**config.mk**
```make
export PLATFORM = sky130hd
export DESIGN_NAME = acd_top
export DESIGN_NICKNAME = d
export VERILOG_FILES = /design/src/core/acd_pkg.sv /design/src/core/acd_exec.sv /design/src/core/acd_top.sv
export VERILOG_INCLUDE_DIRS = /design/src /design/src/core
export SDC_FILE = /design/constraint.sdc
export NUM_CORES = 1
export LEC_CHECK = 0
export ABC_AREA = 1
export BUFFER_PORTS_ARGS = -buffer_cell sky130_fd_sc_hd__buf_4
export CAP_MARGIN = 20
export CORE_ASPECT_RATIO = 1.1
export CORE_MARGIN = 4
export CORE_UTILIZATION = 37
export DETAILED_ROUTE_END_ITERATION = 10
export HOLD_SLACK_MARGIN = 0.02
export PLACE_DENSITY = 0.65
export SLEW_MARGIN = 25
export SYNTH_ARGS = -nofsm -noshare
export SYNTH_HDL_FRONTEND = slang
export SYNTH_HIERARCHICAL = 1
export SYNTH_SLANG_ARGS = --single-unit
```
**constraint.sdc**
```tcl
create_clock -name i_clk_sys -period 8.2 [get_ports i_clk_sys]
set_input_delay 0 -clock i_clk_sys [delete_from_list [all_inputs] [get_ports i_clk_sys]]
set_output_delay 0 -clock i_clk_sys [all_outputs]
set_load 0.005 [all_outputs]
```
**src/core/acd_defines.svh**
```systemverilog
// constant set for the acquisition command decoder
// assumes inclusion by the design modules and the testbench only
`ifndef ACD_DEFINES_SVH
`define ACD_DEFINES_SVH

// command identifiers
`define ACD_CMD_MODE_WR    16'h0003
`define ACD_CMD_MODE_RD    16'h0004
`define ACD_CMD_SCOPE_WR   16'h0005
`define ACD_CMD_SCOPE_RD   16'h0006
`define ACD_CMD_ACTION_WR  16'h0007
`define ACD_CMD_ACTION_RD  16'h0008
`define ACD_CMD_TRGMASK_WR 16'h0009
`define ACD_CMD_TDC_WR     16'h0101
`define ACD_CMD_TDC_RD     16'h0102
`define ACD_CMD_ADC_RST    16'h0103
`define ACD_CMD_ADC_WR     16'h0104
`define ACD_CMD_DAC_WR     16'h0106
`define ACD_CMD_FWTH_WR    16'h0108
`define ACD_CMD_FWTH_RD    16'h0109

// payload values
`define ACD_MODE_SCOPE     32'h0000_0001
`define ACD_MODE_SINGLES   32'h0000_0002
`define ACD_ACT_RESET      32'h0000_0000
`define ACD_ACT_STOP       32'h0000_0001
`define ACD_ACT_RUN        32'h0000_0002
`define ACD_TDC_RESET      32'h0000_0080
`define ACD_TDC_CALIB      32'h0000_0002
`define ACD_TDC_RUN        32'h0000_0004
`define ACD_DAC_ENERGY_PFX 8'h80
`define ACD_DAC_TIMING_PFX 8'h88

// address field layout
`define ACD_ADDR_BCAST_BIT 15
`define ACD_ADDR_BOARD_MSB 14

// scope settings fields: window [27:24], pretrigger [19:16], samples [11:8]
`define ACD_SCP_WIN_LSB    24
`define ACD_SCP_BTG_LSB    16
`define ACD_SCP_SMP_LSB    8
`define ACD_SCP_SMP_UNIT   16

// apb register map (byte addresses)
`define ACD_REG_CMD_ID     12'h000
`define ACD_REG_CMD_ADDR   12'h004
`define ACD_REG_CMD_PLD    12'h008
`define ACD_REG_CMD_GO     12'h00C
`define ACD_REG_RSP_ID     12'h010
`define ACD_REG_RSP_ADDR   12'h014
`define ACD_REG_RSP_PLD    12'h018
`define ACD_REG_STATUS     12'h01C
`define ACD_REG_BOARD_ID   12'h020

// reset value of board_id, and the fixed reply address
`define ACD_RST_BOARD_ID   15'h0000
`define ACD_RST_SRC_ADDR   16'h4000

`endif

```
**src/core/acd_pkg.sv**
```systemverilog
// types shared by the command decoder and its executor
// assumes acd_defines.svh on the include path
package acd_pkg;
	typedef enum logic [2:0] {
		ACD_ACQ_IDLE = 3'b001,
		ACD_ACQ_RUN  = 3'b010,
		ACD_ACQ_STOP = 3'b100
	} acd_acq_e;

	// one decoded command from the host
	typedef struct packed {
		logic [15:0] id;
		logic [15:0] addr;
		logic [31:0] pld;
	} acd_cmd_s;

	// stored settings
	typedef struct packed {
		logic [31:0] mode;
		logic [31:0] scope;
		logic [31:0] fwth;
		logic [31:0] tdc;
		logic [31:0] trgmask;
		acd_acq_e    acq;
	} acd_cfg_s;

	// peripheral strobes
	typedef struct packed {
		logic        adc_wr;
		logic        adc_rst;
		logic        dac_energy_wr;
		logic        dac_timing_wr;
		logic [31:0] data;
		logic        tdc_rst;
		logic        tdc_cal;
		logic        tdc_run;
		logic        acq_flush;
	} acd_per_s;
endpackage

```
**src/core/acd_exec.sv**
```systemverilog
// executes one decoded command: settings store and read-back value
// assumes a one-cycle i_go strobe with a stable command beside it
`include "acd_defines.svh"
`timescale 1ns/1ps
`default_nettype none
module acd_exec (
	// clock and reset
	input  wire logic             i_clk_sys,
	input  wire logic             i_sys_rst,
	// command
	input  wire logic             i_go,
	input  wire acd_pkg::acd_cmd_s i_cmd,
	// results
	output logic [31:0]           o_rd_pld,
	output acd_pkg::acd_cfg_s     o_cfg,
	output acd_pkg::acd_per_s     o_per
);
	import acd_pkg::*;

	typedef struct packed {
		acd_cfg_s    cfg;
		acd_per_s    per;
		logic [31:0] rd;
	} acd_ex_s;

	acd_ex_s st_reg;
	acd_ex_s st_next;

	// decode and store
	always_comb begin
		st_next = st_reg;
		st_next.per = '0;
		if (i_go) begin
			st_next.rd = 32'h0000_0000;
			case (i_cmd.id)
				`ACD_CMD_MODE_WR: begin
					// mode from payload, scope or singles
					st_next.cfg.mode = i_cmd.pld;
				end
				`ACD_CMD_MODE_RD: begin
					st_next.rd = st_reg.cfg.mode;
				end
				`ACD_CMD_SCOPE_WR: begin
					st_next.cfg.scope = i_cmd.pld;
				end
				`ACD_CMD_SCOPE_RD: st_next.rd = st_reg.cfg.scope;
				`ACD_CMD_ACTION_WR: begin
					case (i_cmd.pld)
						`ACD_ACT_RESET: begin
							st_next.cfg.acq   = ACD_ACQ_IDLE;
							st_next.cfg.fwth  = '0;
							st_next.cfg.tdc   = '0;
							st_next.per.acq_flush = 1'b1;
						end
						`ACD_ACT_STOP: st_next.cfg.acq = ACD_ACQ_STOP;
						`ACD_ACT_RUN:  st_next.cfg.acq = ACD_ACQ_RUN;
						default: ;
					endcase
				end
				`ACD_CMD_ACTION_RD: st_next.rd = {29'h0000_0000, st_reg.cfg.acq};
				`ACD_CMD_TRGMASK_WR: begin
					st_next.cfg.trgmask = i_cmd.pld;
				end
				`ACD_CMD_TDC_WR: begin
					st_next.cfg.tdc = i_cmd.pld;
					st_next.per.tdc_rst = (i_cmd.pld == `ACD_TDC_RESET);
					st_next.per.tdc_cal = (i_cmd.pld == `ACD_TDC_CALIB);
					st_next.per.tdc_run = (i_cmd.pld == `ACD_TDC_RUN);
				end
				`ACD_CMD_TDC_RD: st_next.rd = st_reg.cfg.tdc;
				`ACD_CMD_ADC_RST: begin
					st_next.per.adc_rst = 1'b1;
				end
				`ACD_CMD_ADC_WR: begin
					st_next.per.adc_wr = 1'b1;
					st_next.per.data   = i_cmd.pld;
				end
				`ACD_CMD_DAC_WR: begin
					st_next.per.data = i_cmd.pld;
					st_next.per.dac_energy_wr = (i_cmd.pld[31:24] == `ACD_DAC_ENERGY_PFX);
					st_next.per.dac_timing_wr = (i_cmd.pld[31:24] == `ACD_DAC_TIMING_PFX);
				end
				`ACD_CMD_FWTH_WR: st_next.cfg.fwth = i_cmd.pld;
				`ACD_CMD_FWTH_RD: st_next.rd = st_reg.cfg.fwth;
				default: ;
			endcase
		end
	end

	always_ff @(posedge i_clk_sys or posedge i_sys_rst) begin
		if (i_sys_rst) begin
			st_reg <= '{cfg: '{mode: 32'h0000_0000, scope: 32'h0000_0000, fwth: 32'h0000_0000,
				tdc: 32'h0000_0000, trgmask: 32'h0000_0000, acq: ACD_ACQ_IDLE},
				per: '0, rd: 32'h0000_0000};
		end else begin
			st_reg <= st_next;
		end
	end

	assign o_rd_pld = st_reg.rd;
	assign o_cfg    = st_reg.cfg;
	assign o_per    = st_reg.per;

	property p_run_cmd;
		@(posedge i_clk_sys) disable iff (i_sys_rst)
		(i_go && i_cmd.id == `ACD_CMD_ACTION_WR && i_cmd.pld == `ACD_ACT_RUN)
			|=> (o_cfg.acq == ACD_ACQ_RUN);
	endproperty
	a_run_cmd: assert property (p_run_cmd) else $error("run action not taken");

	property p_stop_cmd;
		@(posedge i_clk_sys) disable iff (i_sys_rst)
		(i_go && i_cmd.id == `ACD_CMD_ACTION_WR && i_cmd.pld == `ACD_ACT_STOP)
			|=> (o_cfg.acq == ACD_ACQ_STOP) && !o_per.acq_flush;
	endproperty
	a_stop_cmd: assert property (p_stop_cmd) else $error("stop action wrong");

	property p_reset_cmd;
		@(posedge i_clk_sys) disable iff (i_sys_rst)
		(i_go && i_cmd.id == `ACD_CMD_ACTION_WR && i_cmd.pld == `ACD_ACT_RESET)
			|=> o_per.acq_flush && o_cfg.fwth == 32'h0000_0000 && !o_per.adc_rst
			&& o_cfg.acq == ACD_ACQ_IDLE;
	endproperty
	a_reset_cmd: assert property (p_reset_cmd) else $error("reset action wrong");

	property p_reset_keeps_per;
		@(posedge i_clk_sys) disable iff (i_sys_rst)
		(i_go && i_cmd.id == `ACD_CMD_ACTION_WR && i_cmd.pld == `ACD_ACT_RESET)
			|=> !o_per.adc_wr && !o_per.dac_energy_wr && !o_per.dac_timing_wr;
	endproperty
	a_reset_keeps_per: assert property (p_reset_keeps_per) else $error("reset hit adc/dac");

	property p_tdc_cmd;
		@(posedge i_clk_sys) disable iff (i_sys_rst)
		(i_go && i_cmd.id == `ACD_CMD_TDC_WR) |=> (o_cfg.tdc == $past(i_cmd.pld))
			&& (o_per.tdc_rst == ($past(i_cmd.pld) == `ACD_TDC_RESET));
	endproperty
	a_tdc_cmd: assert property (p_tdc_cmd) else $error("converter control wrong");

	property p_dac_cmd;
		@(posedge i_clk_sys) disable iff (i_sys_rst)
		(i_go && i_cmd.id == `ACD_CMD_DAC_WR && i_cmd.pld[31:24] == `ACD_DAC_TIMING_PFX)
			|=> o_per.dac_timing_wr && !o_per.dac_energy_wr ##1 !o_per.dac_timing_wr;
	endproperty
	a_dac_cmd: assert property (p_dac_cmd) else $error("dac timing strobe wrong");

	property p_adc_cmd;
		@(posedge i_clk_sys) disable iff (i_sys_rst)
		(i_go && i_cmd.id == `ACD_CMD_ADC_WR) |=> o_per.adc_wr && o_per.data == $past(i_cmd.pld);
	endproperty
	a_adc_cmd: assert property (p_adc_cmd) else $error("adc write not forwarded");
endmodule
`default_nettype wire

```
**src/core/acd_top.sv**
```systemverilog
// apb front end of the acquisition command decoder
// assumes the network stack writes commands here and reads the reply
//
// Our own choices: register access over APB and the register addresses.
`include "acd_defines.svh"
`timescale 1ns/1ps
`default_nettype none
module acd_top (
	// clock and reset
	input  wire logic              i_clk_sys,
	input  wire logic              i_sys_rst,
	// apb slave
	input  wire logic              i_psel,
	input  wire logic              i_penable,
	input  wire logic              i_pwrite,
	input  wire logic [11:0]       i_paddr,
	input  wire logic [31:0]       i_pwdata,
	output logic [31:0]            o_prdata,
	output logic                   o_pready,
	output logic                   o_pslverr,
	// settings and strobes
	output acd_pkg::acd_cfg_s      o_cfg,
	output acd_pkg::acd_per_s      o_per,
	// response strobe
	output logic                   o_rsp_valid
);
	import acd_pkg::*;

	typedef struct packed {
		acd_cmd_s    cmd;
		logic [14:0] board_id;
		logic [15:0] rsp_id;
		logic [15:0] rsp_addr;
		logic [2:0]  pend;     // filter, execute, then capture reply
		logic        rsp_done;
		logic        rsp_valid;
		logic        go;
		logic        go_d;     // go one cycle late, lines up with the read-back value
	} acd_top_s;

	acd_top_s    st_reg;
	acd_top_s    st_next;
	logic [31:0] rd_pld;
	logic [31:0] rsp_pld_reg;
	logic        addr_hit;
	logic        wr_acc;
	logic        rd_acc;
	logic        map_hit;

	// broadcast flag or exact board index
	assign addr_hit = st_reg.cmd.addr[`ACD_ADDR_BCAST_BIT]
		|| (st_reg.cmd.addr[`ACD_ADDR_BOARD_MSB:0] == st_reg.board_id);

	assign wr_acc = i_psel && i_penable && i_pwrite;
	assign rd_acc = i_psel && i_penable && !i_pwrite;

	// decode of the map, unmapped answers with pslverr
	always_comb begin
		map_hit  = 1'b1;
		o_prdata = 32'h0000_0000;
		case (i_paddr)
			`ACD_REG_CMD_ID:   o_prdata = {16'h0000, st_reg.cmd.id};
			`ACD_REG_CMD_ADDR: o_prdata = {16'h0000, st_reg.cmd.addr};
			`ACD_REG_CMD_PLD:  o_prdata = st_reg.cmd.pld;
			`ACD_REG_CMD_GO:   o_prdata = 32'h0000_0000;
			`ACD_REG_RSP_ID:   o_prdata = {16'h0000, st_reg.rsp_id};
			`ACD_REG_RSP_ADDR: o_prdata = {16'h0000, st_reg.rsp_addr};
			`ACD_REG_RSP_PLD:  o_prdata = rsp_pld_reg;
			`ACD_REG_STATUS:   o_prdata = {27'h000_0000, o_cfg.acq, st_reg.pend != 3'b000,
				st_reg.rsp_done};
			`ACD_REG_BOARD_ID: o_prdata = {17'h0_0000, st_reg.board_id};
			default:           map_hit = 1'b0;
		endcase
	end

	// zero wait state slave
	assign o_pready  = 1'b1;
	assign o_pslverr = i_psel && i_penable && !map_hit;

	// register writes and command sequencing
	always_comb begin
		st_next = st_reg;
		st_next.go = 1'b0;
		st_next.rsp_valid = 1'b0;
		st_next.pend = {st_reg.pend[1:0], 1'b0};
		st_next.go_d = st_reg.go;
		if (wr_acc) begin
			case (i_paddr)
				`ACD_REG_CMD_ID:   st_next.cmd.id   = i_pwdata[15:0];
				`ACD_REG_CMD_ADDR: st_next.cmd.addr = i_pwdata[15:0];
				`ACD_REG_CMD_PLD:  st_next.cmd.pld  = i_pwdata;
				`ACD_REG_CMD_GO: begin
					st_next.pend[0] = 1'b1;
					st_next.rsp_done = 1'b0;
				end
				`ACD_REG_BOARD_ID: st_next.board_id = i_pwdata[14:0];
				default: ;
			endcase
		end
		// address filter gates execution and zeroes the reply payload, reply still goes out
		if (st_reg.pend[0]) begin
			st_next.go = addr_hit;
		end
		if (st_reg.pend[2]) begin
			// echo id, reply address is the fixed ACD_RST_SRC_ADDR
			st_next.rsp_id    = st_reg.cmd.id;
			st_next.rsp_addr  = `ACD_RST_SRC_ADDR;
			st_next.rsp_done  = 1'b1;
			st_next.rsp_valid = 1'b1;
		end
		// reading the reply payload acknowledges it; a new reply wins
		if (rd_acc && i_paddr == `ACD_REG_RSP_PLD && !st_reg.pend[2]) begin
			st_next.rsp_done = 1'b0;
		end
	end

	always_ff @(posedge i_clk_sys or posedge i_sys_rst) begin
		if (i_sys_rst) begin
			st_reg <= '{cmd: '0, board_id: `ACD_RST_BOARD_ID, rsp_id: 16'h0000,
				rsp_addr: 16'h0000, pend: 3'b000, rsp_done: 1'b0, rsp_valid: 1'b0, go: 1'b0,
				go_d: 1'b0};
		end else begin
			st_reg <= st_next;
		end
	end

	// reply payload capture; the executor registers its read-back at the edge after go,
	// so sampling any earlier would hand back the previous command's value
	always_ff @(posedge i_clk_sys or posedge i_sys_rst) begin
		if (i_sys_rst) begin
			rsp_pld_reg <= 32'h0000_0000;
		end else if (st_reg.pend[2]) begin
			rsp_pld_reg <= st_reg.go_d ? rd_pld : 32'h0000_0000;
		end
	end

	assign o_rsp_valid = st_reg.rsp_valid;

	acd_exec u_exec (
		.i_clk_sys (i_clk_sys),
		.i_sys_rst (i_sys_rst),
		.i_go      (st_reg.go),
		.i_cmd     (st_reg.cmd),
		.o_rd_pld  (rd_pld),
		.o_cfg     (o_cfg),
		.o_per     (o_per)
	);

	property p_rsp_after_go;
		@(posedge i_clk_sys) disable iff (i_sys_rst)
		(wr_acc && i_paddr == `ACD_REG_CMD_GO) |=> ##3 o_rsp_valid;
	endproperty
	a_rsp_after_go: assert property (p_rsp_after_go) else $error("no reply after go");

	property p_bcast;
		@(posedge i_clk_sys) disable iff (i_sys_rst)
		(st_reg.pend[0] && st_reg.cmd.addr[`ACD_ADDR_BCAST_BIT]) |=> st_reg.go;
	endproperty
	a_bcast: assert property (p_bcast) else $error("broadcast not executed");

	property p_mode_rb;
		@(posedge i_clk_sys) disable iff (i_sys_rst)
		(st_reg.go && st_reg.cmd.id == `ACD_CMD_MODE_RD) |=> ##1 rsp_pld_reg == $past(o_cfg.mode, 2);
	endproperty
	a_mode_rb: assert property (p_mode_rb) else $error("mode read-back wrong");

	c_go:     cover property (@(posedge i_clk_sys) st_reg.go);
	c_rsp:    cover property (@(posedge i_clk_sys) o_rsp_valid);
	c_run:    cover property (@(posedge i_clk_sys) o_cfg.acq == ACD_ACQ_RUN);
	c_unmap:  cover property (@(posedge i_clk_sys) o_pslverr);
endmodule
`default_nettype wire

```
==> summary.txt <==
STA
  • Slew @ Worst Pin: 1.01 ns
  • Min Hold Slack: approximately 0.077 ns
  • Clock Skew: ~0.015 ns
  • Final worst path period share: ~48%
  • Final-report setup violation count: 0
  • Fmax: 252 MHz
  • Final Hold Violating Endpoints: 0
  • Fin crit period: approximately 4.0 ns
  • Max_slew headroom: between 30% and 40%
  • Slew Viols, Final: 0
  • Setup TNS: 0 ns
  • RSZ-0062 raised after global routing: false

Critical path
  • Setup crit start kind: flip-flop
  • Crit-path most repeated cell: nand2_2
  • Worst setup EP type: flip-flop
  • Kind of critical path: flip-flop to flip-flop
  • Crit path DAT: about 4.4 ns
  • Worst Path Required: 8.62 ns
  • Worst Path Buf+Inv: 1
  • Max incr delay on CP: roughly 0.89 ns
  • Crit path max fanout: slightly below 70
  • Worst Setup SP: st_reg[117]
  • Slowest stage cell on the critical path: a21oi_4
  • Cell family with most CP delay: simple AND/OR/NAND/NOR gates
  • Chain of cells forming the critical path: nor2_1 -> nand2_2 -> nor2_4 -> buf_4 -> nand2_2 -> a21oi_4 -> nand2_2 -> nand2_1 -> nand2_1
  • R2R Path Start: st_reg[117]

Global routing
  • Total congestion overflow: 0
  • Vias in the first global route: ~15000
  • First-pass GRT wire length: just under 90000 um
  • Antenna violations before repair: 0
  • GRT Resource Usage Total: between 20 and 25%
  • Largest net degree at the start of global routing: around 130

Logic synthesis
  • Synth Net Count: between 2000 and 2500
  • Synth top area share: 54.9%
  • Synth unique cells: 36
  • Seq/Total Area, Yosys: 55.1%
  • Commonest cells post-synth: nand2_1 (586), dfrtp_1 (369), nand3_1 (290)
  • Post-synthesis register bit count: between 300 and 400
  • Cell taking the most area after synthesis: dfrtp_1
  • Top_reg_cell synth: dfrtp_1
  • Asr flop ratio synth: between 90% and 100%
  • Post-synth EDFFs: 0
  • Mapped cell area: around 17000 sq um
  • Cells after Synth: around 2100
  • Ys Warns: 6
  • Average instance area after synthesis: 8.19 sq um
  • Top-count cell post-synth: nand2_1
  • Synth top area cells: dfrtp_1 (55%), nand2_1 (13%), nand3_1 (8.6%)

Cells and area
  • Area occupied by multi-input gates: between 6000 and 7000 sq um
  • Nets: roughly 2400
  • Max reg flops: about 160
  • Layout cell share with drive strength beyond 1: 18.4%
  • Seq. cell area: approximately 9300 sq um
  • Fill cells: 4328
  • # diodes: 0
  • Area growth syn-to-layout: 24.9%
  • Fin area: approximately 21000 sq um

Routing
  • Via count: 15400
  • Number of routed nets with antenna violations: 0
  • DRC: 0
  • Detailed Route WL: 58200 um
  • DR iter-0 viols: 1606
  • WL per Instance: ~20 um
  • First-pass DRT Iterations: 7
  • Vias per cell: around 5.3

Placed design
  • Routability-driven placement congestion ratio: between 0.9 and 1
  • Port bufs: 285
  • DP Area: 19200 sq um
  • Detailed Place HPWL: between 40000 and 50000 um

Floorplan
  • Core area: 44700 sq um
  • Die X: between 200 and 250 um
  • FP Rows: 81
  • Height of the die: ~230 um
  • Initial core utilization: between 30% and 40%
  • Die area: just under 50000 sq um
  • IO Pins: about 290

Clock tree
  • Num CTS Buffers: 40
  • Clk slew on worst S/H paths: roughly 0.060 ns
  • CTS H-Tree Depth: 2
  • Post_cts resized: 0
  • CTS root buf: clkbuf_16
  • Worst-skew pair later-pin latency: around 0.54 ns
  • CTS sink cnt: 370
  • CTS Buffer Depth: 3
  • TritonCTS clock tree: done

Power and ir drop
  • Leakage: ~10 nW
  • Max IR drop VDD: roughly 160 uV
  • P per Cell Area: between 150 and 200 nW/um^2

Worst hold path
  • Hold_sp: i_paddr[8]
  • Hold Crit Class: input port to flip-flop

Run status
  • Run status: finished clean

Job
  • Max-cap viol count: 0
[per-layer routing]
layer	track usage [%]	vias up	part of all wire (%)
met5	0	-	0
met4	8.73	0	4.0
met3	5.83	133	9.7
met2	35.3	724	45
met1	31.7	7431	41
li1	-	7148	-
[final cells by class]
| class | count | share of cell area (%) |
|---|---|---|
| Clock buffer | 61 | 5.91 |
| Clock inverter | 12 | 0.596 |
| Inverter | 153 | 2.79 |
| Multi-Input combinational cell | 1407 | 30.5 |
| Sequential cell | 370 | 44.1 |
| Tap cell | 581 | 3.46 |
| Timing Repair Buffer | 340 | 12.6 |
[placed cells by master (no fill, tap or decap), types with 6 or more instances in the layout]
master,count
a21oi_1,7
dlygate4sd3_1,38
nor4_1,7
xor2_1,9
nor2_1,181
buf_4,301
nand2_2,12
nand2_1,584
clkbuf_1,6
inv_1,138
inv_2,12
nand4_1,35
o21ai_0,163
dfrtp_1,367
clkbuf_16,41
clkbuf_8,14
nand3_1,289
o21ai_1,72
clkinv_2,7
[worst register-to-register path, stage by stage, from the launching register on]
cell	delay, ns
dfrtp_1	0.41
nor2_1	0.14
nand2_2	0.14
nor2_4	0.12
buf_4	0.59
nand2_2	0.61
a21oi_4	0.89
nand2_2	0.65
nand2_1	0.21
nand2_1	0.08
[per-stage QoR]
step	setup WS, ns	total power, mW	instances	utilization (%)
floorplan	1.76	1.90	2052	-
global route	3.87	3.90	2924	47.0
global placement	4.16	1.94	2812	43.0
CTS	3.93	3.81	2924	47.0
detailed placement	3.99	1.94	2813	43.0
finish	4.23	3.78	2924	47.0
[logic make-up after synthesis]
| kind of cell | count (synthesis) | share of synthesized area, % |
|---|---|---|
| other cells | 1 | 0.0223 |
| compound gates | 254 | 7.85 |
| buf+inv | 275 | 7.06 |
| xor+xnor | 12 | 0.625 |
| simple gates | 1140 | 29.4 |
| flops | 370 | 55.1 |
[where the power goes]
part,internal (mW),switching (mW)
clock network,1.11,0.751
logic,0.0306,0.0626
registers,1.83,0.000664
[path summary, 6_finish.rpt]
check	slack, ns	depth (start not counted)	to
setup / recovery	4.23	9	u_exec/o_cfg[75]
hold / removal	0.08	6	st_next[5]
setup reg to reg	4.23	9	u_exec/o_cfg[75]
hold reg to reg	0.38	0	st_reg[6]
max in group asynchronous	6.56	4	st_reg[0]
min in group asynchronous	0.16	3	u_exec/o_per[4]
[what timing repair did]
item / in CTS / in global routing
buffers inserted: 0 / 0
endpoints found under the hold margin: 276 / 0
hold buffers: 38 / 0
setup endpoints to repair: 0 / 0
Note: power is estimated with default switching activity, not from simulation.
